`src/port_owner_pkg.sv`:
```
package port_owner_pkg;

	// ----------------------------------------
	// Owner encoding and configuration codes
	// ----------------------------------------
	typedef enum logic [1:0] {
		upstream_host_one = 2'h0,
		upstream_host_two = 2'h1,
		port_unowned = 2'h2
	} owner_t;

	typedef struct packed {
		owner_t p4;
		owner_t p3;
		owner_t p2;
		owner_t p1;
	} owner_map_t;

	localparam int NUM_PORTS = 4;
	localparam int NUM_CONFIGS = 8;
	localparam logic [2:0] CFG_EMBEDDED = 3'h0;
	localparam logic [2:0] CFG_SMBUS = 3'h1;
	localparam logic [2:0] CFG_LEVEL = 3'h2;
	localparam logic [2:0] CFG_EDGE_SINGLE = 3'h4;
	localparam logic [2:0] CFG_EDGE_DUAL = 3'h5;
	localparam logic [6:0] SMBUS_SLAVE_ADDR = 7'h2c;
	localparam logic [7:0] DELAY_REG_ADDR = 8'hd0;
	localparam logic [7:0] STATUS_CMD_ADDR = 8'hff;
	localparam logic [7:0] STATUS_CMD_RESET = 8'h00;
	localparam logic [7:0] DELAY_RESET = 8'h00;
	localparam int ATTACH_BIT = 0;

	// ----------------------------------------
	// Timing
	// ----------------------------------------
	localparam int CLK_PERIOD_PS = 5000;
	localparam int HIGH_PULSE_MIN_NS = 100;
	localparam int HIGH_PULSE_CYC = (HIGH_PULSE_MIN_NS * 1000 + CLK_PERIOD_PS - 1) / CLK_PERIOD_PS;
	localparam int DELAY_TICK_DEFAULT = 200;

	// Default embedded configurations, ports four to one
	localparam owner_map_t OWNER_RESET = '{upstream_host_one, upstream_host_one, upstream_host_one,
		upstream_host_one};
	localparam owner_map_t [NUM_CONFIGS-1:0] EMBED_DEFAULTS = '{
		'{port_unowned, upstream_host_one, upstream_host_one, upstream_host_one},
		'{port_unowned, upstream_host_two, upstream_host_one, upstream_host_one},
		'{upstream_host_one, upstream_host_one, upstream_host_one, upstream_host_two},
		'{upstream_host_one, upstream_host_two, upstream_host_two, upstream_host_two},
		'{upstream_host_two, upstream_host_one, upstream_host_one, upstream_host_one},
		'{upstream_host_two, upstream_host_two, upstream_host_one, upstream_host_one},
		'{upstream_host_two, upstream_host_two, upstream_host_two, upstream_host_two},
		'{upstream_host_one, upstream_host_one, upstream_host_one, upstream_host_one}
	};

endpackage : port_owner_pkg

```
`src/hub_port_ownership_select.sv`:
```
`timescale 1ns/10ps
`default_nettype none

module hub_port_ownership_select #(
	parameter int DELAY_TICK = port_owner_pkg::DELAY_TICK_DEFAULT
) (
	// Clock and reset
	input wire logic mclk,
	input wire logic rst_b,
	// Pins
	input wire logic [3:0] owner_select_pins,
	input wire logic [2:0] cfg_select_pins,
	// Register writes decoded by the SMBus slave
	input wire logic reg_wr,
	input wire logic [7:0] reg_addr,
	input wire logic [7:0] reg_wdata,
	input wire logic cfg_wr,
	input wire logic [2:0] cfg_index,
	input wire port_owner_pkg::owner_map_t cfg_wdata,
	input wire logic smbus_owner_wr,
	input wire port_owner_pkg::owner_map_t smbus_owner_wdata,
	// Results
	output port_owner_pkg::owner_map_t port_owner,
	output logic smbus_slave_en,
	output logic [6:0] smbus_slave_addr,
	output logic attach_command
);

	// ----------------------------------------
	// Pin synchronisers
	// ----------------------------------------
	logic [3:0] pin_meta_ff;
	logic [3:0] pin_sync_ff;
	logic [2:0] cfg_meta_ff;
	logic [2:0] cfg_sync_ff;
	logic rel_ff;
	logic [2:0] mode_ff;
	logic [7:0] delay_ff;
	logic [7:0] status_ff;
	port_owner_pkg::owner_map_t [7:0] cfg_table_ff;
	port_owner_pkg::owner_map_t owner_ff;

	// Two flops each; the second is the only reader of the first
	always_ff @(posedge mclk or negedge rst_b) begin
		if (!rst_b) begin
			pin_meta_ff <= 4'h0;
			pin_sync_ff <= 4'h0;
		end else begin
			pin_meta_ff <= owner_select_pins;
			pin_sync_ff <= pin_meta_ff;
		end
	end

	// Strap flops keep running in reset, so the strap is settled at release
	always_ff @(posedge mclk) begin
		cfg_meta_ff <= cfg_select_pins;
		cfg_sync_ff <= cfg_meta_ff;
	end

	// ----------------------------------------
	// Strap capture at reset release
	// ----------------------------------------
	// Caught by a clock edge after release, never by the reset itself
	always_ff @(posedge mclk or negedge rst_b) begin
		if (!rst_b) begin
			rel_ff <= 1'b0;
			mode_ff <= 3'h0;
		end else if (!rel_ff) begin
			rel_ff <= 1'b1;
			mode_ff <= cfg_sync_ff;
		end
	end

	wire active = rel_ff;
	wire m_embed = active && (mode_ff == port_owner_pkg::CFG_EMBEDDED);
	wire m_smbus = active && (mode_ff == port_owner_pkg::CFG_SMBUS);
	wire m_level = active && (mode_ff == port_owner_pkg::CFG_LEVEL);
	wire m_edge = active && ((mode_ff == port_owner_pkg::CFG_EDGE_SINGLE) ||
		(mode_ff == port_owner_pkg::CFG_EDGE_DUAL));
	// Edge modes here always support the unowned state
	wire use_unowned = m_edge;

	// ----------------------------------------
	// Registers written over SMBus
	// ----------------------------------------
	// Configuration table reloadable over SMBus
	always_ff @(posedge mclk or negedge rst_b) begin
		if (!rst_b) begin
			cfg_table_ff <= port_owner_pkg::EMBED_DEFAULTS;
			delay_ff <= port_owner_pkg::DELAY_RESET;
			status_ff <= port_owner_pkg::STATUS_CMD_RESET;
		end else begin
			if (cfg_wr)
				cfg_table_ff[cfg_index] <= cfg_wdata;
			if (reg_wr && reg_addr == port_owner_pkg::DELAY_REG_ADDR)
				delay_ff <= reg_wdata;
			if (reg_wr && reg_addr == port_owner_pkg::STATUS_CMD_ADDR)
				status_ff <= reg_wdata;
		end
	end

	assign smbus_slave_en = m_smbus;
	assign smbus_slave_addr = port_owner_pkg::SMBUS_SLAVE_ADDR;
	assign attach_command = status_ff[port_owner_pkg::ATTACH_BIT];

	// ----------------------------------------
	// Delay tick divider
	// ----------------------------------------
	// One delay unit per tick; the unit scale is a parameter
	logic [15:0] div_ff;
	wire tick = (div_ff == 16'(DELAY_TICK - 1));
	always_ff @(posedge mclk or negedge rst_b) begin
		if (!rst_b)
			div_ff <= 16'h0000;
		else
			div_ff <= tick ? 16'h0000 : div_ff + 16'h0001;
	end

	// ----------------------------------------
	// Embedded and level target with switching delay
	// ----------------------------------------
	port_owner_pkg::owner_map_t level_map;
	port_owner_pkg::owner_map_t target_map;
	port_owner_pkg::owner_map_t pend_ff;
	logic [7:0] hold_ff;
	always_comb begin
		level_map.p1 = pin_sync_ff[0] ? port_owner_pkg::upstream_host_two : port_owner_pkg::upstream_host_one;
		level_map.p2 = pin_sync_ff[1] ? port_owner_pkg::upstream_host_two : port_owner_pkg::upstream_host_one;
		level_map.p3 = pin_sync_ff[2] ? port_owner_pkg::upstream_host_two : port_owner_pkg::upstream_host_one;
		level_map.p4 = pin_sync_ff[3] ? port_owner_pkg::upstream_host_two : port_owner_pkg::upstream_host_one;
	end
	// Fourth pin never reaches the table index
	assign target_map = m_embed ? cfg_table_ff[pin_sync_ff[2:0]] : level_map;
	wire settled = (target_map == pend_ff) && (hold_ff >= delay_ff);

	// Target must stay stable for the whole delay, which filters bouncing switches
	always_ff @(posedge mclk or negedge rst_b) begin
		if (!rst_b) begin
			pend_ff <= port_owner_pkg::OWNER_RESET;
			hold_ff <= 8'h00;
		end else if (target_map != pend_ff) begin
			pend_ff <= target_map;
			hold_ff <= 8'h00;
		end else if (tick && hold_ff != 8'hff) begin
			hold_ff <= hold_ff + 8'h01;
		end
	end

	// ----------------------------------------
	// Edge filter per pin
	// ----------------------------------------
	logic [3:0] edge_hit;
	logic [1:0] edge_owner [4];
	genvar gi;
	generate
		for (gi = 0; gi < port_owner_pkg::NUM_PORTS; gi++) begin : g_edge
			logic [7:0] hi_cnt_ff;
			logic [7:0] lo_cnt_ff;
			logic armed_ff;
			logic taken_ff;
			logic [1:0] own_ff;
			wire hi_ok = (hi_cnt_ff == 8'(port_owner_pkg::HIGH_PULSE_CYC - 1)) && pin_sync_ff[gi];
			wire lo_ok = (lo_cnt_ff >= delay_ff) && tick && !pin_sync_ff[gi];
			wire [1:0] own_nxt = (own_ff == 2'(port_owner_pkg::upstream_host_one)) ?
				2'(port_owner_pkg::upstream_host_two) :
				((own_ff == 2'(port_owner_pkg::upstream_host_two) && use_unowned) ?
				2'(port_owner_pkg::port_unowned) : 2'(port_owner_pkg::upstream_host_one));
			assign edge_hit[gi] = m_edge && armed_ff && !taken_ff && hi_ok;
			assign edge_owner[gi] = own_ff;
			always_ff @(posedge mclk or negedge rst_b) begin
				if (!rst_b) begin
					hi_cnt_ff <= 8'h00;
					lo_cnt_ff <= 8'h00;
					armed_ff <= 1'b1;
					taken_ff <= 1'b0;
					own_ff <= 2'(port_owner_pkg::upstream_host_one);
				end else begin
					hi_cnt_ff <= pin_sync_ff[gi] ? ((hi_ok) ? hi_cnt_ff : hi_cnt_ff + 8'h01) : 8'h00;
					if (pin_sync_ff[gi])
						lo_cnt_ff <= 8'h00;
					else if (tick && lo_cnt_ff != 8'hff)
						lo_cnt_ff <= lo_cnt_ff + 8'h01;
					if (!pin_sync_ff[gi])
						taken_ff <= 1'b0;
					if (edge_hit[gi]) begin
						own_ff <= own_nxt;
						armed_ff <= 1'b0;
						taken_ff <= 1'b1;
					end else if (lo_ok) begin
						armed_ff <= 1'b1;
					end
				end
			end
		end
	endgenerate

	port_owner_pkg::owner_map_t edge_map;
	assign edge_map = '{port_owner_pkg::owner_t'(edge_owner[3]), port_owner_pkg::owner_t'(edge_owner[2]),
		port_owner_pkg::owner_t'(edge_owner[1]), port_owner_pkg::owner_t'(edge_owner[0])};

	// ----------------------------------------
	// Owner register
	// ----------------------------------------
	// Only the mode captured at release may touch the owners
	always_ff @(posedge mclk or negedge rst_b) begin
		if (!rst_b)
			owner_ff <= port_owner_pkg::OWNER_RESET;
		else if ((m_embed || m_level) && settled)
			owner_ff <= pend_ff;
		else if (m_edge)
			owner_ff <= edge_map;
		else if (m_smbus && smbus_owner_wr && attach_command)
			owner_ff <= smbus_owner_wdata;
	end
	assign port_owner = owner_ff;

	// ----------------------------------------
	// Checks
	// ----------------------------------------
	chk_reset_owner: assert property (@(posedge mclk) disable iff (!rst_b)
		!rel_ff |=> owner_ff == port_owner_pkg::OWNER_RESET) else $error("owner moved before release");
	chk_edge_start: assert property (@(posedge mclk) disable iff (!rst_b)
		$rose(rel_ff) |-> edge_owner[0] == 2'(port_owner_pkg::upstream_host_one))
		else $error("edge owner not host one");
	chk_smbus_gate: assert property (@(posedge mclk) disable iff (!rst_b)
		(m_smbus && !attach_command) |=> $stable(owner_ff)) else $error("owner changed without attach");
	chk_smbus_addr: assert property (@(posedge mclk) disable iff (!rst_b)
		smbus_slave_en |-> smbus_slave_addr == 7'h2c) else $error("bad slave address");
	chk_short_high: assert property (@(posedge mclk) disable iff (!rst_b)
		edge_hit[1] |-> $past(pin_sync_ff[1], 19)) else $error("edge on short pulse");
	chk_edge_lock: assert property (@(posedge mclk) disable iff (!rst_b)
		edge_hit[1] |=> !edge_hit[1]) else $error("edge accepted twice");
	chk_edge_cycle: assert property (@(posedge mclk) disable iff (!rst_b)
		(edge_hit[1] && edge_owner[1] == 2'h0) |=> edge_owner[1] == 2'h1) else $error("bad cycle step");
	chk_level_delay: assert property (@(posedge mclk) disable iff (!rst_b)
		(m_level && target_map != pend_ff) |=> $stable(owner_ff)) else $error("level change without delay");

endmodule : hub_port_ownership_select

`default_nettype wire

```
`config.mk`:
```
export PLATFORM = sky130hd
export DESIGN_NAME = hub_port_ownership_select
export DESIGN_NICKNAME = d
export VERILOG_FILES = /design/src/port_owner_pkg.sv /design/src/hub_port_ownership_select.sv
export SDC_FILE = /design/constraint.sdc
export NUM_CORES = 1
export LEC_CHECK = 0
export ABC_AREA = 1
export BUFFER_PORTS_ARGS = -buffer_cell sky130_fd_sc_hd__buf_2
export CAP_MARGIN = 15
export CELL_PAD_IN_SITES_DETAIL_PLACEMENT = 0
export CELL_PAD_IN_SITES_GLOBAL_PLACEMENT = 1
export CORE_MARGIN = 2
export CORE_UTILIZATION = 35
export CTS_CLUSTER_SIZE = 16
export DETAILED_ROUTE_END_ITERATION = 7
export PLACE_DENSITY_LB_ADDON = 0.1
export RECOVER_POWER = 25
export SETUP_SLACK_MARGIN = 0.1
export SLEW_MARGIN = 0
export SYNTH_ARGS = -nofsm -noshare
export SYNTH_HDL_FRONTEND = slang
export SYNTH_SLANG_ARGS = --single-unit
export TNS_END_PERCENT = 100
```
`constraint.sdc`:
```
create_clock -name mclk -period 2.8 [get_ports mclk]
set_clock_uncertainty 0.1 [all_clocks]
set_input_delay 0.28 -clock mclk [delete_from_list [all_inputs] [get_ports mclk]]
set_output_delay 0.28 -clock mclk [all_outputs]
set_load 0.03 [all_outputs]
```
# Word-level counts from Yosys, hierarchy flattened
# Index checks and enable logic that the tools add are counted.
[word_totals]
reg_bits = 211
input_bits = 47
output_inout_bits = 17
wordCells = 243
[classes]
eq_ne = 30
addsub = 10
mux = 56
order_cmp = 8
reduce_logical = 69
[op_table]
columns = ["cell", "count"]
rows = [
  ["$mux 8", 24],
  ["$add 8x1->8 const B", 9],
  ["$bwmux 64", 1],
  ["$logic_and 1x1->1", 44],
  ["$ge 8x8->1", 5],
  ["$ne 8x8->1 const B", 5],
  ["$eq 8x5->1 const B", 4],
  ["$bmux 8 s3", 1],
  ["$demux 8 s3", 1],
  ["$mux 1", 20],
  ["$reduce_bool 2->1", 9],
  ["$add 16x1->16 const B", 1],
  ["$eq 16x8->1 const B", 1],
  ["$eq 8x8->1 const B", 2],
  ["$mux 16", 1],
  ["$mux 2", 8],
  ["$eq 2x1->1 const B", 4],
  ["$eq 8x8->1", 1],
  ["$logic_not 1->1", 8],
  ["$logic_not 2->1", 4],
  ["$lt 3x4->1 const B", 2],
  ["$ne 2x1->1 const B", 4],
  ["$ne 2x2->1 const B", 4],
  ["$ne 8x8->1", 1],
  ["7 further kinds", 9],
]

# Logic depth before layout (Yosys ltp)
# Gate-level depths: netlist of run 1.
[depth]
depth_word = 7
ltp_mapped = 17
ltp_nobuf = 16

# Worst setup path before layout of run 1
# OpenSTA, ideal clock, no wires.
[synth_path]
kind = "register to register"
from = "register mode_ff[1]"
to = "register owner_ff, in the netlist port_owner[5]"
period_less_slack_ns = 2.221
path_stages_with_launch = 8
arrival_ns = 2.003
setup_ns = 0.118
slack_ns = 0.579
required_time_ns = 2.582
n_path_buf = 1
cell_sequence = "dfrtp_1 -> nor3_1 -> nand3_1 -> nand2_1 -> buf_2 -> o211ai_1 -> nand3_1 -> nand2_1"
[synth_between]
word_cells_on_any_way = 20
classes_between = "eq/ne (5); mux (3); reduce/logical (12)"
[synth_lines]
columns = ["element", "line_no", "source"]
rows = [
  ["from (decl)", "hub_port_ownership_select.sv:37", "logic [2:0] mode_ff;"],
  ["from (signal assigned)", "hub_port_ownership_select.sv:70", "mode_ff <= cfg_sync_ff;"],
  ["$eq 3x1->1", "hub_port_ownership_select.sv:76", "wire m_smbus = active && (mode_ff == port_owner_pkg::CFG_SMBUS);"],
  ["$logic_and 1x1->1", "hub_port_ownership_select.sv:76", ""],
  ["named net smbus_slave_en", "hub_port_ownership_select.sv:24", "output logic smbus_slave_en,"],
  ["$logic_and 1x1->1 (2 in series)", "hub_port_ownership_select.sv:212", "else if (m_smbus && smbus_owner_wr && attach_command)"],
  ["$reduce_bool 3->1 (no source line)", "--", ""],
  ["to (signal assigned)", "hub_port_ownership_select.sv:209", "owner_ff <= pend_ff;"],
  ["to (signal assigned)", "hub_port_ownership_select.sv:211", "owner_ff <= edge_map;"],
  ["to (signal assigned)", "hub_port_ownership_select.sv:213", "owner_ff <= smbus_owner_wdata;"],
  ["to (decl)", "hub_port_ownership_select.sv:41", "port_owner_pkg::owner_map_t owner_ff;"],
]
# The timed path passes the listed nets, and every way through them passes these cells.
# A chain may end at the register's enable or synchronous reset.

# Final worst setup path of run 1
[layout_path]
from = "register div_ff[0]"
to = "register g_edge[1].lo_cnt_ff[7]"
[layout_between]
elab_chain_cells = 3
[layout_rtl]
columns = ["element", "line_no", "source"]
rows = [
  ["from (decl)", "hub_port_ownership_select.sv:110", "logic [15:0] div_ff;"],
  ["from (signal assigned)", "hub_port_ownership_select.sv:116", "div_ff <= tick ? 16'h0000 : div_ff + 16'h0001;"],
  ["$eq 16x8->1", "hub_port_ownership_select.sv:111", "wire tick = (div_ff == 16'(DELAY_TICK - 1));"],
  ["$logic_and 1x1->1", "hub_port_ownership_select.sv:181", "else if (tick && lo_cnt_ff != 8'hff)"],
  ["$reduce_bool 2->1 (no source line)", "--", ""],
  ["to (signal assigned)", "hub_port_ownership_select.sv:182", "lo_cnt_ff <= lo_cnt_ff + 8'h01;"],
  ["to (decl)", "hub_port_ownership_select.sv:158", "logic [7:0] lo_cnt_ff;"],
]
# Every way passes these cells.

==> results.yml, run 1 <==
final_layout:
  final_util_pct: 41.5
  nNetsFinal: 1593
  drive_gt1_share_pct: 11.4
  antenna_cells: 0
  syn2layout_area_growth_pct: 17.4
  fillCellCount: 3230
placement:
  place_ws_ns: 0.253
  dp_hpwl_mm: 21.0
  routabilityCongestion: 0.780
  numPortBuffers: 56
global_route:
  grt_max_degree: 68
  grt.total_usage_pct: 18.2
  antenna_found_initial: 0
  grt_pass1_vias: 9094
  grt_first_pass_wirelength_mm: 48.2
  grt_overflow: 0
timing:
  tightest_slew_ns: 1.86
  fin_setup_tns_ns: 0
  max_freq_mhz: 414
  setup_viol: 0
  relSlewSlack_pct: -24.1
  fin_crit_sh_pct: 86.2
  final_max_slew_viol_count: 66
  hold_viol_final: 0
  timing.final.crit_period_ns: 2.41
  rsz0062_at_grt: "false"
  setup_ws_ns: 0.386
floorplanning:
  die_x_um: 182
  dieArea_um2: 33200
  num_rows: 65
  coreArea_um2: 31400
  start_util_pct: 35.4
  ios: 64
  die_h_um: 182
pwr:
  ir_drop_v: 0.000431
  p_leak_nw: 6.31
  cellPowerDensity_nw_per_um2: 600
synthesis:
  synthesis.area_um2: 11100
  syn_avg_cell_area_um2: 7.98
  synth_top_cell_area_share_pct: 42.1
  ys_seq_area_share_pct: 47.5
  async_reset_ff_share_pct: 97.2
  post_synth_num_cell_types: 44
  postSynthCellCount: 1391
  synth_area_leader_cell: "dfrtp_1"
  synth_area_leaders: "dfrtp_1, nand2_1, inv_1"
  ys.flop_type: "dfrtp_1"
  yosysWarnings: 0
  ys_ff_latch: 211
  synth-edff-count: 0
setup_path:
  cp-start-kind: "flop"
  max_stage_delay_ns: 0.38
  rr_endpoint: "g_edge[1].lo_cnt_ff[7]"
  worstPathRequired_ns: 3.11
  critical_path_arrival_ns: 2.72
  cp-endpoint: "g_edge[1].lo_cnt_ff[7]"
  crit_start: "div_ff[0]"
  worstRegToRegCells: 13
  crit_chain: "ha_1 -> nand2_1 -> inv_1 -> nand3_1 -> nor3_4 -> buf_4 -> nand2_1 -> nand2_2 -> nand3_1 -> nor2_1 -> nand3_1 -> nand2_1 -> nor2_1"
  r2r_setup_slack_ns: 0.39
  cp_slowest_cell: "dfrtp_1"
  path_max_fanout: 10
  rr_startpoint: "div_ff[0]"
  worstSetupPathType: "reg -> reg"
  critPathCaptureType: "flop"
clock_network:
  clock_path_buffers: 3
  path_clk_slew_ns: 0.06
  numCtsBuffers: 26
  clock_sinks: 211
  htree_num_levels: 1
  post-cts-setup-buffers: 0
  cts_tree: "yes"
  root_buffer: "clkbuf_16"
  clkLatencyLatePin_ns: 0.54
route:
  firstDrtPassIters: 5
  drt_iter0_drc: 487
  finalWirelength_mm: 29.0
  dr_total_vias: 9163
  drc: 0
  via_per_inst: 4.78
  ant_nets: 0
  routedWlPerCell_um: 15.1
job:
  drv_cap: 1
hold_path:
  hold_class: "in -> reg"
status:
  status: "finished with violations"
  violations: "capacitance limit, slew limit"
cell type report:
cell class	count	area, µm²	area share, %
clock buffers	43	754	5.79
inverters	200	751	5.76
well taps	402	503	3.86
flip-flops and latches	211	5270	40.5
multi-input cells	948	4910	37.7
repair buffers	109	773	5.93
clock inverters	5	61.3	0.470
routing by layer:
metal	routed length (µm)	track usage, %
met4	714	4.74
met2	13200	30.1
met1	14200	25.2
met5	0	0
met3	899	2.45
report_power, final:
| group | total, mW | switching [mW] | internal (mW) | leakage [nW] |
|---|---|---|---|---|
| Combinational | 1.07 | 0.677 | 0.393 | 3.23 |
| Clock | 3.23 | 1.31 | 1.92 | 0.397 |
| Sequential | 3.52 | 0.177 | 3.34 | 2.69 |
sequential cells by signal, indices dropped and copies added, names as in the netlist, 8 cells and up:
name,count
cfg_table_ff,64
delay_ff,8
div_ff,16
g_edge.hi_cnt_ff,32
g_edge.lo_cnt_ff,32
g_edge.own_ff,8
hold_ff,8
pend_ff,8
port_owner,8
kinds of logic (layout without fill, tap and decap cells):
kind of cell | count (synthesis) | in the layout | share of synthesized area (%)
buffers and inverters | 238 | 357 | 8.55
adders and majority gates | 50 | 50 | 5.63
DFF | 211 | 211 | 47.5
muxes | 7 | 7 | 0.710
xor gates and xnor gates | 8 | 8 | 0.631
and+or+nand+nor | 653 | 653 | 26.1
AOI/OAI and AO/OA | 222 | 222 | 10.8
other | 2 | 8 | 0.0676
Yosys cell counts, drive strengths merged (6+ instances only):
cell type,instances
nand4,22
mux2,7
dfstp,18
ha,50
inv,200
nor3,40
dfxtp,6
buf,27
a21oi,55
o21ai,136
or2,10
clkbuf,11
dfrtp,187
o21a,6
nor4,12
nand2,351
nor2,95
xor2,8
nand3,115
how the worst min path moves through the flow:
stage	start	endpoint	slack [ns]	cells past startpoint
after global routing	smbus_owner_wdata[5]	port_owner[5]	0.06	5
after global placement	rst_b	g_edge[2].hi_cnt_ff[4]	0.18	1
final	smbus_owner_wdata[5]	port_owner[5]	0.04	5
after detailed placement	rst_b	g_edge[2].hi_cnt_ff[4]	0.19	1
after CTS	smbus_owner_wdata[2]	port_owner[2]	0.02	5
after floorplan	rst_b	active	-0.12	0
stage by stage:
| step | hold slack [ns] | cells | instance area, µm² | power (mW) |
|---|---|---|---|---|
| after CTS | 0.0234 | 1918 | 13000 | 7.95 |
| final | 0.0402 | 1918 | 13000 | 7.82 |
| after global routing | 0.0563 | 1918 | 13000 | 8.27 |
| after detailed placement | 0.189 | 1841 | 11900 | 4.63 |
| after global placement | 0.185 | 1841 | 11900 | 4.63 |
| after floorplan | -0.116 | 1397 | 11100 | 4.23 |
what timing repair did:
action	CTS	global route
hold endpoints to repair	88	0
endpoints found under the setup margin	0	8
hold buffers	29	0
resized for setup	0	1
cell usage in the layout (no fill, tap or decap), types with 4 or more instances in the layout:
| cell type | instances |
|---|---|
| xor2_1 | 8 |
| buf_4 | 22 |
| o21ai_0 | 129 |
| o2111ai_1 | 5 |
| o21ai_1 | 4 |
| o21a_1 | 6 |
| nor3b_1 | 5 |
| nor3_1 | 37 |
| nand2_1 | 350 |
| a21oi_1 | 55 |
| dlygate4sd3_1 | 29 |
| ha_1 | 50 |
| nor4_1 | 8 |
| nand4_1 | 22 |
| clkbuf_1 | 15 |
| mux2_2 | 7 |
| a31oi_1 | 4 |
| clkbuf_16 | 26 |
| inv_2 | 7 |
| buf_2 | 53 |
| a211oi_1 | 5 |
| dfrtp_1 | 186 |
| nor2_1 | 91 |
| or2_2 | 10 |
| dfxtp_1 | 6 |
| dfstp_2 | 18 |
| conb_1 | 8 |
| nand3_1 | 113 |
| inv_1 | 193 |
| clkbuf_8 | 4 |
| nor4_4 | 4 |
critical path, delay by kind of cell, from the launching register on:
kind	cells	cell delay (ns)
buf+inv	2	0.32
flops	1	0.38
simple gates	10	1.29
fa+ha+maj	1	0.21
Power figures use the tool's default switching activity.
==> inputs of run 2 (changes only) <==
--- a/config.mk
+++ b/config.mk
@@ -10,8 +10,8 @@
 export CAP_MARGIN = 15
 export CELL_PAD_IN_SITES_DETAIL_PLACEMENT = 0
 export CELL_PAD_IN_SITES_GLOBAL_PLACEMENT = 1
-export CORE_MARGIN = 2
-export CORE_UTILIZATION = 35
+export CORE_MARGIN = 4
+export CORE_UTILIZATION = 30
 export CTS_CLUSTER_SIZE = 16
 export DETAILED_ROUTE_END_ITERATION = 7
 export PLACE_DENSITY_LB_ADDON = 0.1
==> run 2 against run 1 <==
The flow still finishes with violations (capacitance limit, slew limit); cell count rose by 3.4%; sequential cell count unchanged; sequential share of layout area down 0.69 points; hold slack better by 0.0023 ns; sequential power is essentially flat; routed wire length rose by 5.6%; core utilization down 5.2 points; critical path type unchanged; largest power group is now the clock network.
==> results.yml, run 2 (same netlist as run 1, synthesis figures left out) <==
pwr:
  power.switching_mw: 2.28
  cellPowerDensity_nw_per_um2: 630
  power_frac_clock_pct: 45.0
  pwr-share-comb_pct: 13.0
  fin_total_pwr_mw: 8.35
  power.sequential.fraction_pct: 42.0
  ir_drop_v: 0.000474
  p_int_mw: 6.06
  p_sw_share_pct: 27.4
  p_leak_nw: 6.38
global_route:
  use_met1_pct: 21.7
  grt.total_usage_pct: 15.6
  antenna_found_initial: 0
  use_met2_pct: 26.1
  grt_max_degree: 67
  grt_overflow: 0
  grt_first_pass_wirelength_mm: 51.9
  use_met3_pct: 2.38
  top_usage_layer: "met2"
  grt_pass1_vias: 9562
timing:
  max_freq_mhz: 423
  rsz0062_at_grt: "false"
  setup_ws_ns: 0.436
  hold_viol_final: 0
  fin_setup_tns_ns: 0
  tightest_slew_ns: 1.86
  relSlewSlack_pct: -24.0
  timing.final.crit_period_ns: 2.36
  setup_viol: 0
  final_max_slew_viol_count: 65
  fin_crit_sh_pct: 84.4
clock_network:
  root_buffer: "clkbuf_16"
  clock_sinks: 211
  path_clk_slew_ns: 0.06
  post-cts-setup-buffers: 0
  clkLatencyLatePin_ns: 0.57
  htree_num_levels: 1
  clock_path_buffers: 3
  numCtsBuffers: 27
  cts_tree: "yes"
floorplanning:
  die_x_um: 200
  die_h_um: 200
  coreArea_um2: 36500
  dieArea_um2: 40200
  start_util_pct: 30.4
  ios: 64
  num_rows: 70
setup_path:
  cp-start-kind: "flop"
  critical_path_arrival_ns: 2.72
  max_stage_delay_ns: 0.44
  cpMostUsedCell: "nand2_1"
  path_max_fanout: 11
  crit_chain: "nor2_2 -> nand3_4 -> nor2_4 -> nand2_1 -> nand2_1 -> nand2_1 -> nand2_1 -> inv_2 -> nor2_1 -> nand2_1 -> nor2_2 -> nand3_2 -> nand3_1 -> nand2_1"
  critPathCaptureType: "flop"
  worstRegToRegCells: 14
  rr_startpoint: "mode_ff[1]"
  cp_slowest_cell: "dfrtp_1"
  worstPathRequired_ns: 3.16
  r2r_setup_slack_ns: 0.44
  worstSetupPathType: "reg -> reg"
  rr_endpoint: "port_owner[3]"
final_layout:
  largest_reg_flops: 64
  finish.instance_area_um2: 13300
  drive_gt1_share_pct: 11.7
  final_cell_count_no_fill: 1984
  final_cell_mix: "nand2_1, inv_1, dfrtp_1"
  largest_registers: "cfg_table_ff: 64 flops, g_edge.hi_cnt_ff: 32 flops, g_edge.lo_cnt_ff: 32 flops"
  syn2layout_area_growth_pct: 19.4
  nNetsFinal: 1592
  antenna_cells: 0
  largest_register: "cfg_table_ff"
  final_common_cell: "nand2_1"
status:
  status: "finished with violations"
  violations: "capacitance limit, slew limit"
hold_path:
  min_path_cells: 5
  min-delay-start: "smbus_owner_wdata[5]"
  min_to: "port_owner[5]"
  hold_class: "in -> reg"
route:
  dr_total_vias: 9197
  drt_iter0_drc: 561
  finalWirelength_mm: 30.7
  via_per_inst: 4.64
  routedWlPerCell_um: 15.4
  drc: 0
  ant_nets: 0
  firstDrtPassIters: 5
placement:
  routabilityCongestion: 0.746
  dp_hpwl_mm: 21.5
  dp_cells: 1904
  placed_area_um2: 12000
  place_ws_ns: 0.183
  numPortBuffers: 56
job:
  drv_cap: 1
run 2: cell count changes in the layout (fill, tap and decap cells not counted), sizes merged:
cell | previous run | this run
clkinvlp | 0 | 1
buf | 77 | 74
clkinv | 4 | 5
clkbuf | 46 | 42
bufinv | 1 | 4
dlygate4sd3 | 29 | 30
inv | 200 | 201
run 2: layout make-up:
| type | instances | area, µm² |
|---|---|---|
| Sequential cell | 211 | 5270 |
| Clock buffer | 39 | 791 |
| Timing Repair Buffer | 107 | 768 |
| Tap cell | 468 | 586 |
| Fill cell | 3860 | 23300 |
| Multi-Input combinational cell | 948 | 4910 |
| Inverter | 200 | 756 |
| Clock inverter | 11 | 173 |
run 2: critical path, delay by kind of cell (launching register included):
kind | cells | cell delay (ns)
DFF | 1 | 0.44
buffers and inverters | 1 | 0.04
and+or+nand+nor | 13 | 1.67
run 2: per-layer routing:
layer	vias up	share of wire [%]
li1	4738	-
met5	-	0
met4	0	2.3
met3	43	2.6
met2	84	46
met1	4332	49
run 2: per-stage QoR:
stage | util, % | hold WS (ns)
3_3_place_gp | 32.8 | 0.196
2_1_floorplan | - | -0.116
5_1_grt | 36.3 | 0.0235
3_5_place_dp | 32.8 | 0.200
4_1_cts | 36.3 | 0.00967
6_report | 36.3 | 0.0425
run 2: power groups by stage:
stage	Combinational (mW)	Sequential, mW	Clock [mW]
final	1.08	3.51	3.75
after global routing	1.27	3.55	4.02
after CTS	1.11	3.51	3.90
after detailed placement	1.07	3.56	0
after global placement	1.07	3.57	0
after floorplan	0.653	3.58	0
run 2: timing repair:
action                                 4_1_cts  5_1_grt
hold buffers                                30        0
setup endpoints to repair                    0       10
endpoints found under the hold margin      106        0
resized for setup                            0        8
run 2: how the worst max path moves through the flow:
stage | end | cells past startpoint | from
floorplan | port_owner[5] | 7 | mode_ff[1]
global placement | port_owner[1] | 16 | pin_sync_ff[0]
detailed placement | port_owner[1] | 16 | pin_sync_ff[0]
CTS | port_owner[1] | 16 | pin_sync_ff[0]
global route | hold_ff[3] | 14 | pin_sync_ff[1]
finish | port_owner[3] | 14 | mode_ff[1]
==> inputs of run 3 (changes only) <==
==> constraint.sdc (replaced) <==
create_clock -name mclk -period 2.05 [get_ports mclk]
set_clock_uncertainty 0.1 [all_clocks]
set_input_delay 0.205 -clock mclk [delete_from_list [all_inputs] [get_ports mclk]]
set_output_delay 0.205 -clock mclk [all_outputs]
set_load 0.03 [all_outputs]
==> run 3 against run 2 <==
Count of clock-buffer cells in the layout is 1 higher; core utilization up 4.7 points; combinational power increased by 54%; sequential cell count stayed put; cell count rose by 6.0%; the flow finishes with violations (capacitance limit, slew limit, setup timing); clock power up 36%; largest cell class is now multi-input gates; fmax is 9.6% higher.
==> results.yml, run 3 (same netlist as run 1, synthesis figures left out) <==
timing:
  final_max_slew_viol_count: 51
  fin_crit_sh_pct: 105
  rsz0062_at_grt: "true"
  timing.final.crit_period_ns: 2.16
  setup_ws_ns: -0.106
  max_freq_mhz: 464
  setup_viol: 15
  relSlewSlack_pct: -5.02
  hold_viol_final: 0
  tightest_slew_ns: 1.58
floorplanning:
  die_h_um: 200
  ios: 64
  start_util_pct: 30.4
  die_x_um: 200
  coreArea_um2: 36500
  dieArea_um2: 40200
  num_rows: 70
final_layout:
  final_common_cell: "nand2_1"
  final_util_pct: 41.0
  largest_registers: "cfg_table_ff: 64 flops, g_edge.hi_cnt_ff: 32 flops, g_edge.lo_cnt_ff: 32 flops"
  fillCellCount: 3763
  syn2layout_area_growth_pct: 34.9
  antenna_cells: 0
  nNetsFinal: 1712
  finish.instance_area_um2: 15000
  final_cell_mix: "nand2_1, dfrtp_1, inv_1"
  drive_gt1_share_pct: 24.8
  largest_register: "cfg_table_ff"
  largest_reg_flops: 64
pwr:
  fin_total_pwr_mw: 11.5
  pwr-share-comb_pct: 14.4
  p_sw_share_pct: 27.3
  power.switching_mw: 3.15
  p_leak_nw: 7.21
  power_frac_clock_pct: 44.1
  ir_drop_v: 0.000636
  power.sequential.fraction_pct: 41.5
  p_int_mw: 8.38
  cellPowerDensity_nw_per_um2: 770
placement:
  dp_hpwl_mm: 22.8
  numPortBuffers: 56
  placed_area_um2: 12700
  routabilityCongestion: 0.803
clock_network:
  clock_sinks: 211
  clock_path_buffers: 3
  path_clk_slew_ns: 0.06
  numCtsBuffers: 27
  htree_num_levels: 1
  cts_tree: "yes"
  root_buffer: "clkbuf_16"
  clkLatencyLatePin_ns: 0.55
setup_path:
  worstSetupPathType: "reg -> reg"
  path_max_fanout: 11
  worstPathRequired_ns: 2.38
  critical_path_arrival_ns: 2.49
  critPathCaptureType: "flop"
  cp-start-kind: "flop"
  worstRegToRegCells: 14
route:
  firstDrtPassIters: 5
  routedWlPerCell_um: 15.3
  drt_iter0_drc: 375
  dr_total_vias: 9685
  via_per_inst: 4.60
  ant_nets: 0
  drc: 0
  finalWirelength_mm: 32.2
hold_path:
  hold_class: "in -> reg"
  min_path_cells: 6
job:
  drv_cap: 1
global_route:
  grt_max_degree: 53
  grt.total_usage_pct: 15.9
  antenna_found_initial: 0
  grt_overflow: 0
  grt_first_pass_wirelength_mm: 52.7
  grt_pass1_vias: 9802
status:
  violations: "capacitance limit, slew limit, setup timing"
  status: "finished with violations"
## run 3: cell types whose count changed in the layout (fill, tap and decap cells not counted), moves of 13 or more
cell     before  now
nand2_1     350  320
nand2_4       0   13
buf_6         0   18
nand2_2       1   16
inv_2         5   22
o21ai_0     129  110
buf_4        18  106
nand3_1     113   95
nor2_1       91   72
inv_1       193  174
## run 3: final cells by class
type                       count  area [µm²]  share of cell area [%]
inverter                     200         763                    5.10
sequential                   211        5280                    35.2
tap                          468         586                    3.91
clock buffer                  40         795                    5.30
clock inverter                10         156                    1.04
multi-input combinational    948        5570                    37.2
timing repair buffer         227        1840                    12.3
## run 3: path summary, 6_finish.rpt
check | end | slack, ns | startpoint
max | port_owner[1] | -0.11 | mode_ff[0]
min | port_owner[1] | 0.03 | smbus_owner_wdata[1]
max reg2reg | port_owner[1] | -0.11 | mode_ff[0]
min reg2reg | cfg_sync_ff[2] | 0.23 | cfg_meta_ff[2]
max in group asynchronous | g_edge[3].armed_ff | 0.22 | rst_b
min in group asynchronous | g_edge[1].hi_cnt_ff[4] | 0.49 | rst_b
## run 3: metrics by stage
step                      hold WS, ns  instances  TNS [ns]  setup WS [ns]
final                          0.0297       2104     -1.07         -0.106
after detailed placement       0.0884       1987     -2.39         -0.211
after CTS                     0.00237       2081     -1.40         -0.121
after floorplan                -0.191       1397         0          0.106
after global placement         0.0845       1987     -1.92         -0.161
after global routing           0.0161       2104     -5.84         -0.276
## run 3: power groups by stage
stage,Clock [mW],Combinational (mW),Sequential [mW]
after floorplan,0,0.893,4.89
after global placement,0,1.56,4.87
after detailed placement,0,1.57,4.86
after CTS,5.27,1.67,4.79
after global routing,5.42,1.91,4.84
final,5.09,1.66,4.79
## run 3: layer usage
| metal | global-route usage, % | vias to the layer above | part of all wire [%] |
|---|---|---|---|
| li1 | - | 5008 | - |
| met1 | 22.4 | 4545 | 49 |
| met2 | 26.3 | 95 | 46 |
| met3 | 2.41 | 37 | 2.8 |
| met4 | 3.39 | 0 | 1.9 |
| met5 | 0 | - | 0 |
## run 3: what timing repair did
| action | CTS | global route |
|---|---|---|
| pin swaps | 20 | 60 |
| hold buffers | 37 | 0 |
| hold endpoints to repair | 277 | 0 |
| setup buffers | 9 | 27 |
| gates resized for setup | 65 | 147 |
| setup endpoints to repair | 34 | 65 |
## run 3: critical path: stages (launching register included)
cell	delay, ns
dfrtp_1	0.39
nor2_2	0.15
nand3_4	0.16
nor2_4	0.19
nand2_1	0.09
nand2_1	0.09
nand2_1	0.07
nand2_2	0.07
inv_2	0.03
nor2_1	0.11
nand2_1	0.10
nor2_4	0.14
nand3_4	0.17
nand2_1	0.13
o21ai_2	0.06
